**config.mk**
```make
export PLATFORM = sky130hd
export DESIGN_NAME = isf_status
export DESIGN_NICKNAME = d
export VERILOG_FILES = /design/src/hw/isf_fifo_mem.v /design/src/hw/isf_status.v
export VERILOG_INCLUDE_DIRS = /design/src /design/src/common
export SDC_FILE = /design/constraint.sdc
export NUM_CORES = 1
export LEC_CHECK = 0
export BUFFER_PORTS_ARGS = -buffer_cell sky130_fd_sc_hd__buf_2
export CAP_MARGIN = 30
export CORE_ASPECT_RATIO = 0.75
export CORE_UTILIZATION = 35
export CTS_BUF_LIST = sky130_fd_sc_hd__clkbuf_16
export CTS_CLUSTER_SIZE = 8
export DETAILED_ROUTE_END_ITERATION = 8
export GPL_TIMING_DRIVEN = 0
export PLACE_DENSITY = 0.54
export SYNTH_ARGS = -nofsm -noshare
export SYNTH_HDL_FRONTEND = slang
export SYNTH_SLANG_ARGS = --single-unit
```
**constraint.sdc**
```tcl
create_clock -name sys_clk -period 4.4 [get_ports sys_clk]
set_input_delay 0 -clock sys_clk [delete_from_list [all_inputs] [get_ports sys_clk]]
set_output_delay 0 -clock sys_clk [all_outputs]
set_load 0.02 [all_outputs]
```
**src/common/isf_defines.vh**
```
`ifndef ISF_DEFINES_VH
`define ISF_DEFINES_VH

// Register byte offsets inside the controller window
`define ISF_OFS_DATA_CMD      8'h10
`define ISF_OFS_INTR_STAT     8'h2C
`define ISF_OFS_INTR_MASK     8'h30
`define ISF_OFS_RAW_STAT      8'h34
`define ISF_OFS_TX_TL         8'h3C
`define ISF_OFS_CLR_INTR      8'h40
`define ISF_OFS_CLR_TX_OVER   8'h4C
`define ISF_OFS_CLR_RD_REQ    8'h50
`define ISF_OFS_CLR_TX_ABRT   8'h54
`define ISF_OFS_CLR_RX_DONE   8'h58
`define ISF_OFS_CLR_ACTIVITY  8'h5C
`define ISF_OFS_CLR_STOP      8'h60
`define ISF_OFS_CLR_START     8'h64
`define ISF_OFS_ENABLE        8'h6C
`define ISF_OFS_TX_LEVEL      8'h74
`define ISF_OFS_ABRT_CAUSE    8'h80

// Status bit positions
`define ISF_BIT_START         10
`define ISF_BIT_STOP          9
`define ISF_BIT_ACTIVITY      8
`define ISF_BIT_RX_DONE       7
`define ISF_BIT_TX_ABRT       6
`define ISF_BIT_RD_REQ        5
`define ISF_BIT_TX_EMPTY      4
`define ISF_BIT_TX_OVER       3
`define ISF_BIT_ENABLE        0

// Widths and reset values
`define ISF_STAT_W            12
`define ISF_MASK_RESET        12'h8FF
`define ISF_TL_RESET          8'h00
`define ISF_CAUSE_W           16

`endif

```
**src/hw/isf_fifo_mem.v**
```verilog
`include "isf_defines.vh"

// Small synchronous RAM; read data is registered
module isf_fifo_mem #(
    parameter DW = 9,                  // Word width
    parameter AW = 5                   // Address width
) (
    input  wire          sys_clk,
    input  wire          ce,
    input  wire          wr_en,
    input  wire [AW-1:0] wr_addr,
    input  wire [DW-1:0] wr_data,
    input  wire          rd_en,
    input  wire [AW-1:0] rd_addr,
    output reg  [DW-1:0] rd_data
);

    reg [DW-1:0] mem [0:(1<<AW)-1];    // Storage, no reset needed

    // Write port
    always @(posedge sys_clk) begin
        if (ce && wr_en) begin
            mem[wr_addr] <= wr_data;
        end
    end

    // Read port, data lands one cycle after the request
    always @(posedge sys_clk) begin
        if (ce && rd_en) begin
            rd_data <= mem[rd_addr];
        end
    end

endmodule // isf_fifo_mem

```
**src/hw/isf_status.v**
```verilog
`include "isf_defines.vh"

module isf_status #(
    parameter DW    = 9,               // Data plus command bit
    parameter AW    = 5,               // FIFO address width
    parameter DEPTH = 32,              // FIFO entries
    parameter TLW   = 8                // Threshold field width
) (
    input  wire                    sys_clk,
    input  wire                    rst_n,
    input  wire                    ce,
    // Register port
    input  wire                    psel,
    input  wire                    penable,
    input  wire                    pwrite,
    input  wire [7:0]              paddr,
    input  wire [31:0]             pwdata,
    output reg  [31:0]             prdata,
    output reg                     pready,
    output reg                     pslverr,
    // Events and levels from the controller core
    input  wire                    start_restart_evt,
    input  wire                    stop_condition_evt,
    input  wire                    core_active,
    input  wire                    slave_tx_nack_evt,
    input  wire                    abort_evt,
    input  wire [`ISF_CAUSE_W-1:0] abort_cause,
    input  wire                    read_request_evt,
    input  wire                    fsm_active,
    // Transmit FIFO drain side
    input  wire                    tx_pop,
    output reg                     tx_data_valid,
    output reg  [DW-1:0]           tx_data,
    output reg                     tx_not_empty,
    // Bus and processor facing outputs
    output reg                     scl_stretch,
    output reg                     internal_enable_signal,
    output reg                     irq
);

    // Register port decode
    wire        acc_phase;             // Access phase, first cycle only
    wire        wr_acc;                // Write taken this cycle
    wire        rd_acc;                // Read taken this cycle
    reg         addr_known;            // Offset is mapped
    reg  [31:0] next_prdata;           // Read mux result

    // Control registers
    reg                     controller_enable_reg;        // Software enable
    reg  [`ISF_STAT_W-1:0]  interrupt_mask_reg;           // One per status bit
    reg  [TLW-1:0]          transmit_threshold_reg;       // FIFO level threshold
    reg  [`ISF_CAUSE_W-1:0] abort_cause_reg;              // Why the last abort happened

    // Sticky flags; tx_empty_flag alone follows the level
    reg start_restart_seen;            // START or RESTART seen
    reg stop_condition_seen;           // STOP seen
    reg activity_flag;                 // Controller was busy
    reg rx_done_flag;                  // Slave transmit finished
    reg transmit_abort_flag;           // Transmit abort pending
    reg read_request_flag;             // Remote master wants data
    reg tx_over_flag;                  // Write to a full FIFO
    reg tx_empty_flag;                 // Level at or below threshold

    // FIFO bookkeeping
    reg  [AW-1:0] wr_ptr;              // Next slot to write
    reg  [AW-1:0] rd_ptr;              // Next slot to read
    reg  [AW:0]   tx_level;            // Entries held, 0 to DEPTH
    wire          flush;               // Hold FIFO empty
    wire          push_req;            // Write to data command port
    wire          push;                // Push accepted
    wire          pop;                 // Pop accepted
    wire          fifo_full;           // Level at DEPTH

    // Clear strobes, one cycle each
    wire clr_all, clr_start, clr_stop, clr_act;
    wire clr_done, clr_abrt, clr_rdreq, clr_over;

    wire [`ISF_STAT_W-1:0] raw_stat;   // Raw flag vector
    wire [`ISF_STAT_W-1:0] masked;     // Masked flag vector
    wire [DW-1:0]          mem_rdata;  // Registered RAM output

    // Matches an offset; used for the clear reads and the data command write
    function rd_hit;
        input [7:0] addr;
        input [7:0] ofs;
        begin
            rd_hit = (addr == ofs);
        end
    endfunction

    // A single wait state: pready goes high on the second access cycle
    assign acc_phase = psel & penable & ~pready;
    assign wr_acc    = acc_phase & pwrite;
    assign rd_acc    = acc_phase & ~pwrite;

    // Reading a clear register is what clears; writes there do nothing
    assign clr_all   = rd_acc & rd_hit(paddr, `ISF_OFS_CLR_INTR);
    assign clr_start = clr_all | (rd_acc & rd_hit(paddr, `ISF_OFS_CLR_START));
    assign clr_stop  = clr_all | (rd_acc & rd_hit(paddr, `ISF_OFS_CLR_STOP));
    assign clr_act   = clr_all | (rd_acc & rd_hit(paddr, `ISF_OFS_CLR_ACTIVITY));
    assign clr_done  = clr_all | (rd_acc & rd_hit(paddr, `ISF_OFS_CLR_RX_DONE));
    assign clr_abrt  = clr_all | (rd_acc & rd_hit(paddr, `ISF_OFS_CLR_TX_ABRT));
    assign clr_rdreq = clr_all | (rd_acc & rd_hit(paddr, `ISF_OFS_CLR_RD_REQ));
    assign clr_over  = clr_all | (rd_acc & rd_hit(paddr, `ISF_OFS_CLR_TX_OVER));

    // FIFO control; an abort or a disable empties it and keeps it empty
    assign flush     = ~controller_enable_reg | transmit_abort_flag | abort_evt;
    assign fifo_full = (tx_level == DEPTH[AW:0]);
    assign push_req  = wr_acc & rd_hit(paddr, `ISF_OFS_DATA_CMD);
    assign push      = push_req & ~fifo_full & ~flush;
    assign pop       = tx_pop & (tx_level != {(AW+1){1'b0}}) & ~flush;

    // Raw flag vector, receive side bits are not held here
    assign raw_stat = {1'b0,
                       start_restart_seen,
                       stop_condition_seen,
                       activity_flag,
                       rx_done_flag,
                       transmit_abort_flag,
                       read_request_flag,
                       tx_empty_flag,
                       tx_over_flag,
                       3'b000};
    assign masked   = raw_stat & interrupt_mask_reg;

    // Read mux; unmapped offsets read zero with an error
    always @* begin
        addr_known  = 1'b1;
        next_prdata = 32'h0000_0000;
        case (paddr)
            `ISF_OFS_INTR_STAT:  next_prdata[`ISF_STAT_W-1:0] = masked;
            `ISF_OFS_INTR_MASK:  next_prdata[`ISF_STAT_W-1:0] = interrupt_mask_reg;
            `ISF_OFS_RAW_STAT:   next_prdata[`ISF_STAT_W-1:0] = raw_stat;
            `ISF_OFS_TX_TL:      next_prdata[TLW-1:0] = transmit_threshold_reg;
            `ISF_OFS_ENABLE:     next_prdata[`ISF_BIT_ENABLE] = controller_enable_reg;
            `ISF_OFS_TX_LEVEL:   next_prdata[AW:0] = tx_level;
            `ISF_OFS_ABRT_CAUSE: next_prdata[`ISF_CAUSE_W-1:0] = abort_cause_reg;
            `ISF_OFS_CLR_INTR, `ISF_OFS_CLR_START, `ISF_OFS_CLR_STOP, `ISF_OFS_CLR_ACTIVITY,
            `ISF_OFS_CLR_RX_DONE, `ISF_OFS_CLR_TX_ABRT, `ISF_OFS_CLR_RD_REQ, `ISF_OFS_CLR_TX_OVER,
            `ISF_OFS_DATA_CMD:   next_prdata[0] = 1'b0;
            default:             addr_known = 1'b0;
        endcase
    end

    // Register port handshake and read data capture
    always @(posedge sys_clk or negedge rst_n) begin
        if (!rst_n) begin
            pready  <= 1'b0;
            pslverr <= 1'b0;
            prdata  <= 32'h0000_0000;
        end else if (ce) begin
            pready  <= acc_phase;
            pslverr <= acc_phase & ~addr_known;
            if (rd_acc) begin
                prdata <= next_prdata;
            end
        end
    end

    // Software written control registers
    always @(posedge sys_clk or negedge rst_n) begin
        if (!rst_n) begin
            controller_enable_reg  <= 1'b0;
            interrupt_mask_reg     <= `ISF_MASK_RESET;
            transmit_threshold_reg <= `ISF_TL_RESET;
        end else if (ce && wr_acc) begin
            // Steers flushing, the tx level flag and the enable chain
            if (paddr == `ISF_OFS_ENABLE) begin
                controller_enable_reg <= pwdata[`ISF_BIT_ENABLE];
            end
            if (paddr == `ISF_OFS_INTR_MASK) begin
                interrupt_mask_reg <= pwdata[`ISF_STAT_W-1:0];
            end
            if (paddr == `ISF_OFS_TX_TL) begin
                transmit_threshold_reg <= pwdata[TLW-1:0];
            end
        end
    end

    // Internal enable lingers until the state machines finish after disable
    always @(posedge sys_clk or negedge rst_n) begin
        if (!rst_n) begin
            internal_enable_signal <= 1'b0;
        end else if (ce) begin
            internal_enable_signal <= controller_enable_reg | fsm_active;
        end
    end

    // Bus condition flags; a set in the same cycle as a clear wins
    always @(posedge sys_clk or negedge rst_n) begin
        if (!rst_n) begin
            start_restart_seen  <= 1'b0;
            stop_condition_seen <= 1'b0;
        end else if (ce) begin
            if (start_restart_evt) begin
                start_restart_seen <= 1'b1;
            end else if (clr_start) begin
                start_restart_seen <= 1'b0;
            end
            if (stop_condition_evt) begin
                stop_condition_seen <= 1'b1;
            end else if (clr_stop) begin
                stop_condition_seen <= 1'b0;
            end
        end
    end

    // Sticky activity; stays set after the core falls idle
    always @(posedge sys_clk or negedge rst_n) begin
        if (!rst_n) begin
            activity_flag <= 1'b0;
        end else if (ce) begin
            if (core_active) begin
                activity_flag <= 1'b1;
            end else if (clr_act || !controller_enable_reg) begin
                activity_flag <= 1'b0;
            end
        end
    end

    // Slave transmit done and read request
    always @(posedge sys_clk or negedge rst_n) begin
        if (!rst_n) begin
            rx_done_flag      <= 1'b0;
            read_request_flag <= 1'b0;
            scl_stretch       <= 1'b0;
        end else if (ce) begin
            if (slave_tx_nack_evt) begin
                rx_done_flag <= 1'b1;
            end else if (clr_done) begin
                rx_done_flag <= 1'b0;
            end
            // Stretch follows the request flag until serviced
            if (read_request_evt) begin
                read_request_flag <= 1'b1;
                scl_stretch       <= 1'b1;
            end else if (clr_rdreq) begin
                read_request_flag <= 1'b0;
                scl_stretch       <= 1'b0;
            end
        end
    end

    // Transmit abort and its cause
    always @(posedge sys_clk or negedge rst_n) begin
        if (!rst_n) begin
            transmit_abort_flag <= 1'b0;
            abort_cause_reg     <= {`ISF_CAUSE_W{1'b0}};
        end else if (ce) begin
            if (abort_evt) begin
                transmit_abort_flag <= 1'b1;
                abort_cause_reg     <= abort_cause;
            end else if (clr_abrt) begin
                // Releases the flush, new bytes accepted from next cycle
                transmit_abort_flag <= 1'b0;
                abort_cause_reg     <= {`ISF_CAUSE_W{1'b0}};
            end
        end
    end

    // Overflow and threshold flags
    always @(posedge sys_clk or negedge rst_n) begin
        if (!rst_n) begin
            tx_over_flag  <= 1'b0;
            tx_empty_flag <= 1'b0;
        end else if (ce) begin
            if (push_req && fifo_full) begin
                tx_over_flag <= 1'b1;
            end else if (clr_over || !internal_enable_signal) begin
                tx_over_flag <= 1'b0;
            end
            // Flushed FIFO shows level 0, so this tracks activity when disabled
            tx_empty_flag <= internal_enable_signal &
                             ({{(TLW-AW-1){1'b0}}, tx_level} <= transmit_threshold_reg);
        end
    end

    // FIFO pointers and level
    always @(posedge sys_clk or negedge rst_n) begin
        if (!rst_n) begin
            wr_ptr   <= {AW{1'b0}};
            rd_ptr   <= {AW{1'b0}};
            tx_level <= {(AW+1){1'b0}};
        end else if (ce) begin
            if (flush) begin
                wr_ptr   <= {AW{1'b0}};
                rd_ptr   <= {AW{1'b0}};
                tx_level <= {(AW+1){1'b0}};
            end else begin
                if (push) begin
                    wr_ptr <= wr_ptr + {{(AW-1){1'b0}}, 1'b1};
                end
                if (pop) begin
                    rd_ptr <= rd_ptr + {{(AW-1){1'b0}}, 1'b1};
                end
                if (push && !pop) begin
                    tx_level <= tx_level + {{AW{1'b0}}, 1'b1};
                end else if (pop && !push) begin
                    tx_level <= tx_level - {{AW{1'b0}}, 1'b1};
                end
            end
        end
    end

    // Drain side outputs and the interrupt line
    always @(posedge sys_clk or negedge rst_n) begin
        if (!rst_n) begin
            tx_data_valid <= 1'b0;
            tx_not_empty  <= 1'b0;
            irq           <= 1'b0;
        end else if (ce) begin
            tx_data_valid <= pop;
            tx_not_empty  <= ~flush & (tx_level != {(AW+1){1'b0}});
            irq           <= |masked;
        end
    end

    // Output copy of RAM data so the port stays on its own flip-flop
    always @(posedge sys_clk or negedge rst_n) begin
        if (!rst_n) begin
            tx_data <= {DW{1'b0}};
        end else if (ce && tx_data_valid) begin
            tx_data <= mem_rdata;
        end
    end

    // Transmit FIFO storage
    isf_fifo_mem #(
        .DW (DW),
        .AW (AW)
    ) u_mem (
        .sys_clk (sys_clk),
        .ce      (ce),
        .wr_en   (push),
        .wr_addr (wr_ptr),
        .wr_data (pwdata[DW-1:0]),
        .rd_en   (pop),
        .rd_addr (rd_ptr),
        .rd_data (mem_rdata)
    );

endmodule // isf_status

```
Word-level counts from Yosys, hierarchy flattened
Memories as Yosys holds them, arrays and structs flattened. A register that Yosys moved wholly into a read port is not among the register bits.
Index checks and enable logic that the tools add are counted.
{ "word_totals": {"regBits": 92, "latchBits": 0, "ram_bits": 288, "romBits": 0, "input_bits": 70, "out_inout_bits": 48, "elab_cells": 154, "memories": 1} }
{ "memory_table": {"columns": ["memory", "words", "width", "rd", "rd_ports_with_merged_regs", "wr", "line_no", "rtl"], "rows": [
  ["u_mem.mem", 32, 9, 1, 1, 1, "isf_fifo_mem.v:18", "reg [DW-1:0] mem [0:(1<<AW)-1];"]
]} }
{ "op_classes": {"addsub": 4, "n_mul": 0, "n_div": 0, "magnitude_cmp": 1, "n_eq_ne": 17, "shift": 0, "muxes": 31, "bitwise_logic": 37, "n_reduce_logical": 40} }
{ "ops": {"columns": ["operator", "count"], "rows": [
  ["equality test 8 x 7 -> 1 bit (second input constant)", 10],
  ["equality test 8 x 6 -> 1 bit (second input constant)", 4],
  ["2-to-1 mux 16 bit", 2],
  ["case mux 5 bit (6 select lines)", 1],
  ["AND reduction 2 bit", 14],
  ["bitwise AND 1 bit", 20],
  ["2-to-1 mux 5 bit", 4],
  ["2-to-1 mux 6 bit", 3],
  ["nonzero test 2 bit", 9],
  ["2-to-1 mux 1 bit", 17],
  ["case mux 4 bit (4 select lines)", 1],
  ["OR reduction 16 bit", 1],
  ["bitwise AND 11 x 12 -> 12 bit", 1],
  ["OR reduction 12 bit", 1],
  ["adder 5 x 1 -> 5 bit (second input constant)", 2],
  ["bitwise OR 1 bit", 10],
  ["case mux 2 bit (5 select lines)", 1],
  ["equality test 8 x 5 -> 1 bit (second input constant)", 1],
  ["equality test 8 bit (second input constant)", 1],
  ["<= comparator 6 x 8 -> 1 bit", 1],
  ["logical AND 1 bit", 7],
  ["adder 6 x 1 -> 6 bit (second input constant)", 1],
  ["equality test 6 bit (second input constant)", 1],
  ["NOT 1 bit", 6],
  ["7 further kinds", 11]
]} }

Longest topological paths before layout
Gate-level depths: netlist of the first run.
{ "logic_depth": {"ltp_word": 11, "depth_mapped": 12, "depth_no_buf": 11} }

By module
From an unflattened synthesis of the first run, not the netlist that was laid out.
{ "hier_totals": {"hier_cells": 955, "hier_area_um2": 16235.6} }
{ "modules_own_cells": {"columns": ["mod", "instances", "cells_each", "area_per_inst_um2", "seq_area_each_um2"], "rows": [
  ["isf_fifo_mem", 1, 465, 11383.4, 8918.6],
  ["isf_status", 1, 490, 4852.2, 2313.5]
]} }

Least setup slack after synthesis of the first run
No wires, ideal clock.
{ "synth_path": {"path_type": "register to register", "from": "register tx_level[1]", "to": "register tx_level[5]", "setup_ps": 124, "t_arrival_ps": 3284, "required_ps": 4276, "setup_slack_ps": 992, "path_stages_with_launch": 11, "path_buffers": 1, "synth_period_minus_slack_ps": 3408, "cell_sequence": "dfrtp_1 or4_4 buf_6 o31ai_2 nand3_1 ha_1 and3_1 a2111oi_0 o211a_1 nor4_1 a211o_1"} }
{ "synth_via": {"elab_chain_cells": 8, "elab_cells_between_ends": 18, "cone_classes": "2 x add/sub; 1 x eq/ne; 3 x mux; 5 x bitwise; 7 x reduce/logical"} }
{ "synth_rtl": {"columns": ["item", "line_no", "rtl"], "rows": [
  ["start: declaration", "isf_status.v:67", "reg [AW:0] tx_level;"],
  ["start signal: assignment", "isf_status.v:283", "tx_level <= {(AW+1){1'b0}};"],
  ["start signal: assignment", "isf_status.v:288", "tx_level <= {(AW+1){1'b0}};"],
  ["start signal: assignment", "isf_status.v:297", "tx_level <= tx_level + {{AW{1'b0}}, 1'b1};"],
  ["equality test 6 bit", "isf_status.v:108", "assign fifo_full = (tx_level == DEPTH[AW:0]);"],
  ["NOT 1 bit", "isf_status.v:110", "assign push = push_req & ~fifo_full & ~flush;"],
  ["bitwise AND 1 bit (2 in series)", "isf_status.v:110", null],
  ["logical NOT 1 bit", "isf_status.v:298", "end else if (pop && !push) begin"],
  ["logical AND 1 bit", "isf_status.v:298", null],
  ["nonzero test 3 bit (no line)", null, null],
  ["AND reduction 2 bit (no line)", null, null]
]} }
Parallel ways exist; a longest one is shown, timed or not. The select of a mux whose other input is x is not followed.
A chain may end at the register's enable or synchronous reset.

Worst setup path after layout of the first run
{ "layout_path": {"from": "input paddr[1]", "to": "register tx_level[5]"} }
{ "layout_via": {"elab_chain_cells": 8, "elab_cells_between_ends": 11, "cone_classes": "1 x eq/ne; 2 x mux; 3 x bitwise; 5 x reduce/logical"} }
{ "layout_rtl": {"columns": ["item", "line_no", "rtl"], "rows": [
  ["start: declaration", "isf_status.v:16", "input wire [7:0] paddr,"],
  ["equality test 8 x 5 -> 1 bit (*)", "isf_status.v:87", "rd_hit = (addr == ofs);"],
  ["bitwise AND 1 bit (*)", "isf_status.v:109", "assign push_req = wr_acc & rd_hit(paddr, `ISF_OFS_DATA_CMD);"],
  ["bitwise AND 1 bit (*) (2 in series)", "isf_status.v:110", null],
  ["logical NOT 1 bit", "isf_status.v:298", null],
  ["logical AND 1 bit", "isf_status.v:298", null],
  ["nonzero test 3 bit (no line)", null, null],
  ["AND reduction 2 bit (no line)", null, null],
  ["end signal: assignment", "isf_status.v:288", null],
  ["end signal: assignment", "isf_status.v:297", null],
  ["end signal: assignment", "isf_status.v:299", "tx_level <= tx_level - {{AW{1'b0}}, 1'b1};"]
]} }
Every way passes the cells marked *; elsewhere a longest branch is shown, timed or not.

==> flow_summary.toml, run 1 <==
[status]
status = "finished, final reports clean"

[power_and_ir_drop]
power_frac_comb_pct = 3.4
leakage_nw = 7.041
power_frac_clock_pct = 46.2
power_density_nw_per_um2 = 404.7
power.switching_mw = 1.670
power.internal_mw = 6.291
ir_worst_vdd_v = 0.0002837
swShare_pct = 20.98
p_seq_share_pct = 50.4

[setup_path]
critPathCaptureType = "flip-flop"
cp.required_ns = 4.85
start_kind = "input pin"
cp_cell_sequence = "dlygate4sd3_1, buf_2, nor4_1, nand2_1, nor2_1, nand3_1, ha_1, and3_1, a2111oi_0, o211a_1, nor4_1, a211o_1"
critPathBufInv = 2
slowest_delay_ns = 0.92
cp_max_fo = 7
critPathMostFrequentCell = "nor4_1"
cp_top_family = "simple AND/OR/NAND/NOR gates"
crit_slowest_cell = "a2111oi_0"
cp_data_arrival_time_ns = 4.67
crit_type = "input pin to flip-flop"

[timing]
setup_viol = 0
hold_violations = 0
relSlewSlack_pct = 28.87
setup_tns_ns = 0
worst_pin_slew_ns = 1.040
finalCritPeriodShare_pct = 95.96
clock_skew_ns = 0.01050
final_max_slew_viol_count = 0
fin_crit_ns = 4.222
fmax_mhz = 236.9
rsz0062_at_grt = "false"
whs_ns = 0.006908

[global_routing]
track_usage_pct = 17.52
antenna_found_initial = 1
grt_overflow_total = 0
grt_pass1_wl_um = 61310
grt_max_degree = 70
grt_pass1_vias = 9463

[place]
dp.cells = 1679
io_buffers = 78
place_hpwl_um = 27320
gp_congestion = 0.8263
dpl-instance-area_um2 = 17720

[finish]
design_area_um2 = 19670
largest_register_ffs = 288
multi_input_area_um2 = 4736
fillers = 4146
regArea_um2 = 11230
nets = 1236
drive_gt1_share_pct = 28.58
final_cell_count_no_fill = 1804
utilization_pct = 42.66
syn_to_final_growth_pct = 19.99

[floorplan]
start_util_pct = 35.55
rows = 68
ioPinCount = 118
coreArea_um2 = 46110
die_h_um = 189.4
die-area_um2 = 47720
dieWidth_um = 251.9

[synth]
synth_seq_area_share_pct = 68.51
synth_area_um2 = 16400
synth_cells = 949
synth_top_area_share_pct = 54.40
synth-seq-cells = 389
yosysMostFrequentCell = "edfxtp_1"
synth_top_cells_by_count = "edfxtp_1, mux4_2, dfrtp_1, nor2_1, mux2_2"
ys_types = 76
synth-edff-count = 297
synthArstFlopShare_pct = 23.65
postSynthAreaPerCell_um2 = 17.28
synthFlopType = "edfxtp_1"
yosys.area.top_type = "edfxtp_1"
yosysWarnings = 0
ys_top_cells_by_area = "edfxtp_1, dfrtp_1, mux4_2"

[cts]
cts.sinks = 389
cts_made_buffers = 54
clkTransAtPathRegs_ns = 0.05
clk_latency_ns = 0.57
clk_path_buf_depth = 3
cts_tree = "done"
cts_max_level = 2
ctsResizeCount = 0
clock-root-buffer = "clkbuf_16"

[route]
wl_um = 41440
drt_iter0_drc = 816
firstDrtPassIters = 5
final_antenna_net_count = 0
wl_per_cell_um = 22.97
route.detailed.drc = 0
vias = 9362
via_per_inst = 5.190

[worst_hold_path]
hold_class = "input pin to flip-flop"

[flow_run]
maxCapViolCount = 0
==> power by group through the flow <==
| stage | logic [mW] | registers (mW) | clock network, mW |
|---|---|---|---|
| 3_3_place_gp | 0.233 | 4.08 | 0 |
| 4_1_cts | 0.270 | 4.01 | 3.77 |
| 2_1_floorplan | 0.109 | 4.08 | 0 |
| 6_report | 0.268 | 4.01 | 3.68 |
| 3_5_place_dp | 0.241 | 4.08 | 0 |
| 5_1_grt | 0.297 | 4.01 | 3.90 |
==> kinds of logic after synthesis <==
kind of cell / share of synthesized area, %
other: 0.02287
and+or+nand+nor: 5.090
adders and majority gates: 1.267
muxes: 15.42
DFF: 68.51
AOI/OAI and AO/OA: 6.418
xor gates and xnor gates: 0.3205
buffers and inverters: 2.953
==> routing by layer <==
metal | global-route usage [%] | part of all wire (%) | wire length (µm) | vias up
met1 | 27.61 | 50 | 20750 | 4841
met5 | 0 | 0 | 0 | -
met2 | 24.08 | 41 | 17150 | 308
met3 | 4.193 | 7.1 | 2957 | 54
met4 | 3.986 | 1.4 | 579 | 0
li1 | - | - | - | 4159
==> cells in the final DEF, fill, tap and decap left out, types with 16 or more instances in the layout <==
cell           count
edfxtp_1         297
mux4_2            90
buf_2             86
dfrtp_1           83
clkbuf_16         55
inv_1             51
nor2_1            47
dlygate4sd3_1     42
mux2_2            41
o21ai_0           38
clkbuf_1          32
nand2_1           30
nand3_1           28
buf_4             27
a22o_1            26
conb_1            16
==> repair_timing <==
action,CTS,global route
buffers inserted,0,0
hold buffers,43,0
hold endpoints to repair,121,0
==> path summary, 6_finish.rpt <==
| path | slack [ns] | end | from | depth (start not counted) |
|---|---|---|---|---|
| worst max-delay path | 0.18 | tx_level[5] | paddr[1] | 12 |
| worst min-delay path | 0.007 | u_mem.mem[0][7] | pwdata[7] | 1 |
| worst max register to register | 0.18 | tx_level[5] | tx_level[1] | 11 |
| worst min register to register | 0.47 | prdata[0] | prdata[0] | 1 |
| max in group asynchronous | 3.49 | interrupt_mask_reg[11] | rst_n | 4 |
| min in group asynchronous | 0.49 | tx_not_empty | rst_n | 4 |
==> metrics by stage <==
step	power [mW]	worst slack, ns
after floorplan	4.185	0.9918
after global placement	4.313	0.3137
after detailed placement	4.322	0.3552
after CTS	8.050	0.3024
after global routing	8.213	0.03616
final	7.962	0.1780
==> cell type report <==
cell class | instances | share of cell area (%)
diodes | 2 | 0.02544
plain buffers | 69 | 1.851
clock buffers | 55 | 6.996
clock inverters | 23 | 0.5533
inverters | 32 | 0.6105
multi-input cells | 474 | 24.07
flip-flops and latches | 389 | 57.09
well taps | 630 | 4.007
repair buffers | 130 | 4.795
==> worst reg2reg max path: stages (launching register included) <==
cell and delay (ns):
dfrtp_1 0.45, or4_4 0.57, buf_6 0.15, o2111ai_2 0.44, nor2_1 0.20, nand3_1 0.22
ha_1 0.32, and3_1 0.20, a2111oi_0 0.92, o211a_1 0.30, nor4_1 0.06, a211o_1 0.29
No activity file was read; power rests on OpenSTA's default activity.
==> run 2, diff against run 1 <==
- ABC_AREA: default -> 1
==> run 2 against run 1 <==
Effect of this change: first-iteration DRC count is 58% higher; sequential share of layout area shrank 1.3 points; critical path type is now flip-flop to flip-flop; synthesized cell count grew 53%; count of clock-buffer cells in the layout decreased by 1; critical path depth shrank 2; critical endpoint is now u_mem.mem[25][7].
==> flow_summary.toml, run 2 <==
[status]
status = "finished, final reports clean"

[synth]
yosysMostFrequentCell = "edfxtp_1"
yosys-mux-area-fraction_pct = 0.9698
synth_cells = 1451
synth-edff-count = 297
synthFlopType = "edfxtp_1"
synth_top_cells_by_count = "edfxtp_1, nand2_1, nor2_1, o21ai_0, dfrtp_1"
synth_seq_area_share_pct = 67.49
synth-seq-cells = 389
yosysWarnings = 0
synth_top_family_by_area = "simple AND/OR/NAND/NOR gates"
synth_fa_ha_area_share_pct = 1.248
postSynthAreaPerCell_um2 = 11.47
ys_top_cells_by_area = "edfxtp_1, dfrtp_1, nand2_1"
synth_top_area_share_pct = 53.59
synth-compound-area-share_pct = 11.01
synth_xor_xnor_area_share_pct = 0.4736
synthArstFlopShare_pct = 23.65
ys_types = 46
synth_area_um2 = 16640
yosys.area.top_type = "edfxtp_1"
synthSimpleGateAreaFrac_pct = 14.58

[place]
preCtsSetupSlack_ns = 1.608
place_hpwl_um = 34760
gp_congestion = 0.9154
io_buffers = 81

[finish]
final_common_cell = "edfxtp_1"
final_cell_mix = "edfxtp_1, nand2_1, nor2_1"
multi_input_area_um2 = 4767
num_antenna_cells = 0
syn_to_final_growth_pct = 21.04
drive_gt1_share_pct = 16.15
fillers = 4392
largest_register_ffs = 288
regArea_um2 = 11230
utilization_pct = 43.37
nets = 1762

[setup_path]
cp_data_arrival_time_ns = 3.52
cp.required_ns = 4.59
critPathCaptureType = "flip-flop"
slowest_delay_ns = 0.81
crit_slowest_cell = "nor2_1"
cp_max_fo = 9
critPathBufInv = 3
critPathMostFrequentCell = "nor2_1"
critPathLaunch = "pready"
cp_top_family = "simple AND/OR/NAND/NOR gates"
cp_cell_sequence = "inv_2, nand3_2, dlygate4sd3_1, nor2_1, nand3_4, nor2_2, nand2_2, clkinv_2, nand2_4, nor2_1"
crit_type = "flip-flop to flip-flop"
start_kind = "flip-flop"
r2r-start = "pready"

[global_routing]
busiest_layer = "met1"
track_usage_pct = 21.80
use_met2_pct = 30.38
grt_pass1_vias = 11750
use_met3_pct = 4.341
antenna_found_initial = 0
grt_pass1_wl_um = 77180
grt_max_degree = 68
grtUsageMet1_pct = 34.00
grt_overflow_total = 0

[timing]
finalCritPeriodShare_pct = 75.64
clock_skew_ns = 0.01413
worst_pin_slew_ns = 1.043
setup_slack_ns = 1.072
fmax_mhz = 300.5
relSlewSlack_pct = 30.20
setup_tns_ns = 0
hold_violations = 0
setup_viol = 0
rsz0062_at_grt = "false"
fin_crit_ns = 3.328
final_max_slew_viol_count = 0

[cts]
cts_max_level = 2
hold_buffers = 63
clkTransAtPathRegs_ns = 0.05
cts.sinks = 389
cts_made_buffers = 54
cts_setup_buffers = 0
clk_latency_ns = 0.58
clk_path_buf_depth = 3
clock-root-buffer = "clkbuf_16"
ctsResizeCount = 0
cts_tree = "done"

[floorplan]
die-area_um2 = 48440
ioPinCount = 118
dieWidth_um = 253.8
die_h_um = 190.9
rows = 68
coreArea_um2 = 46450
start_util_pct = 35.83

[route]
wl_per_cell_um = 22.40
final_antenna_net_count = 0
vias = 12290
wl_um = 52390
firstDrtPassIters = 5
via_per_inst = 5.254
drt_iter0_drc = 1286
route.detailed.drc = 0

[power_and_ir_drop]
leakage_nw = 7.799
power_frac_comb_pct = 3.6
power.switching_mw = 1.745
ir_worst_vdd_v = 0.0002489
p_seq_share_pct = 50.1
power_density_nw_per_um2 = 398.2
power_frac_clock_pct = 46.4
swShare_pct = 21.75
power.internal_mw = 6.277

[worst_hold_path]
min_from = "paddr[6]"
hold_class = "input pin to flip-flop"

[flow_run]
maxCapViolCount = 0
run 2: cell count changes in the layout (fill, tap and decap cells not counted), sizes merged, moves of 40 or more:
cell / previous run / this run
inv: 53 / 93
mux4: 90 / 0
nand2: 30 / 257
nand3: 28 / 74
nor2: 47 / 223
o21ai: 40 / 196
o221ai: 0 / 64
run 2: final cells by class:
type                    count  area share (%)
flip-flops and latches    389           55.75
multi-input cells         923           23.66
clock buffers              54           6.708
repair buffers            154           5.714
well taps                 630           3.913
plain buffers              88           2.236
inverters                  66           1.242
clock inverters            35          0.7701
run 2: logic make-up (layout without fill, tap and decap cells):
| logic type | Yosys count | count (layout) |
|---|---|---|
| AND/OR/NAND/NOR | 566 | 566 |
| flip-flops | 389 | 389 |
| AO/OA/AOI/OAI | 303 | 303 |
| buffers and inverters | 154 | 397 |
| adder cells (fa/ha/maj) | 16 | 16 |
| multiplexers | 13 | 13 |
| XOR/XNOR | 9 | 9 |
| other | 1 | 16 |
run 2: power by group through the flow:
stage / clock, mW / combinational [mW] / sequential [mW]
6_report: 3.72 / 0.287 / 4.02
2_1_floorplan: 0 / 0.0912 / 4.09
3_5_place_dp: 0 / 0.243 / 4.08
4_1_cts: 3.78 / 0.285 / 4.02
5_1_grt: 3.91 / 0.312 / 4.02
3_3_place_gp: 0 / 0.236 / 4.08
run 2: worst paths after layout:
check	end	slack [ns]	cells past startpoint
setup reg to reg	u_mem.mem[25][7]	1.07	10
setup / recovery	u_mem.mem[25][7]	1.07	10
hold reg to reg	tx_data[1]	0.47	1
max in group asynchronous	interrupt_mask_reg[1]	3.49	4
min in group asynchronous	tx_data[6]	0.51	4
hold / removal	transmit_threshold_reg[4]	0.03	7
run 2: layer usage:
| layer | vias up | routed length, µm |
|---|---|---|
| li1 | 5594 | - |
| met1 | 6103 | 24500 |
| met2 | 517 | 21880 |
| met3 | 74 | 4950 |
| met4 | 0 | 1056 |
| met5 | - | 0 |
run 2: worst register-to-register path, cell delays in order, from the launching register on:
cell,delay (ns)
dfrtp_1,0.40
inv_2,0.07
nand3_2,0.08
dlygate4sd3_1,0.60
nor2_1,0.25
nand3_4,0.17
nor2_2,0.14
nand2_2,0.11
clkinv_2,0.16
nand2_4,0.14
nor2_1,0.81
run 2: through the flow:
step                      power, mW  instance area, µm²  hold WS (ns)  instances
after floorplan               4.186               16700       -0.2956       1466
after global placement        4.321               17890        0.2004       2177
after detailed placement      4.328               17970      -0.05878       2184
after CTS                     8.079               20120       0.01195       2336
after global routing          8.242               20150       0.04126       2339
final                         8.022               20150       0.03112       2339
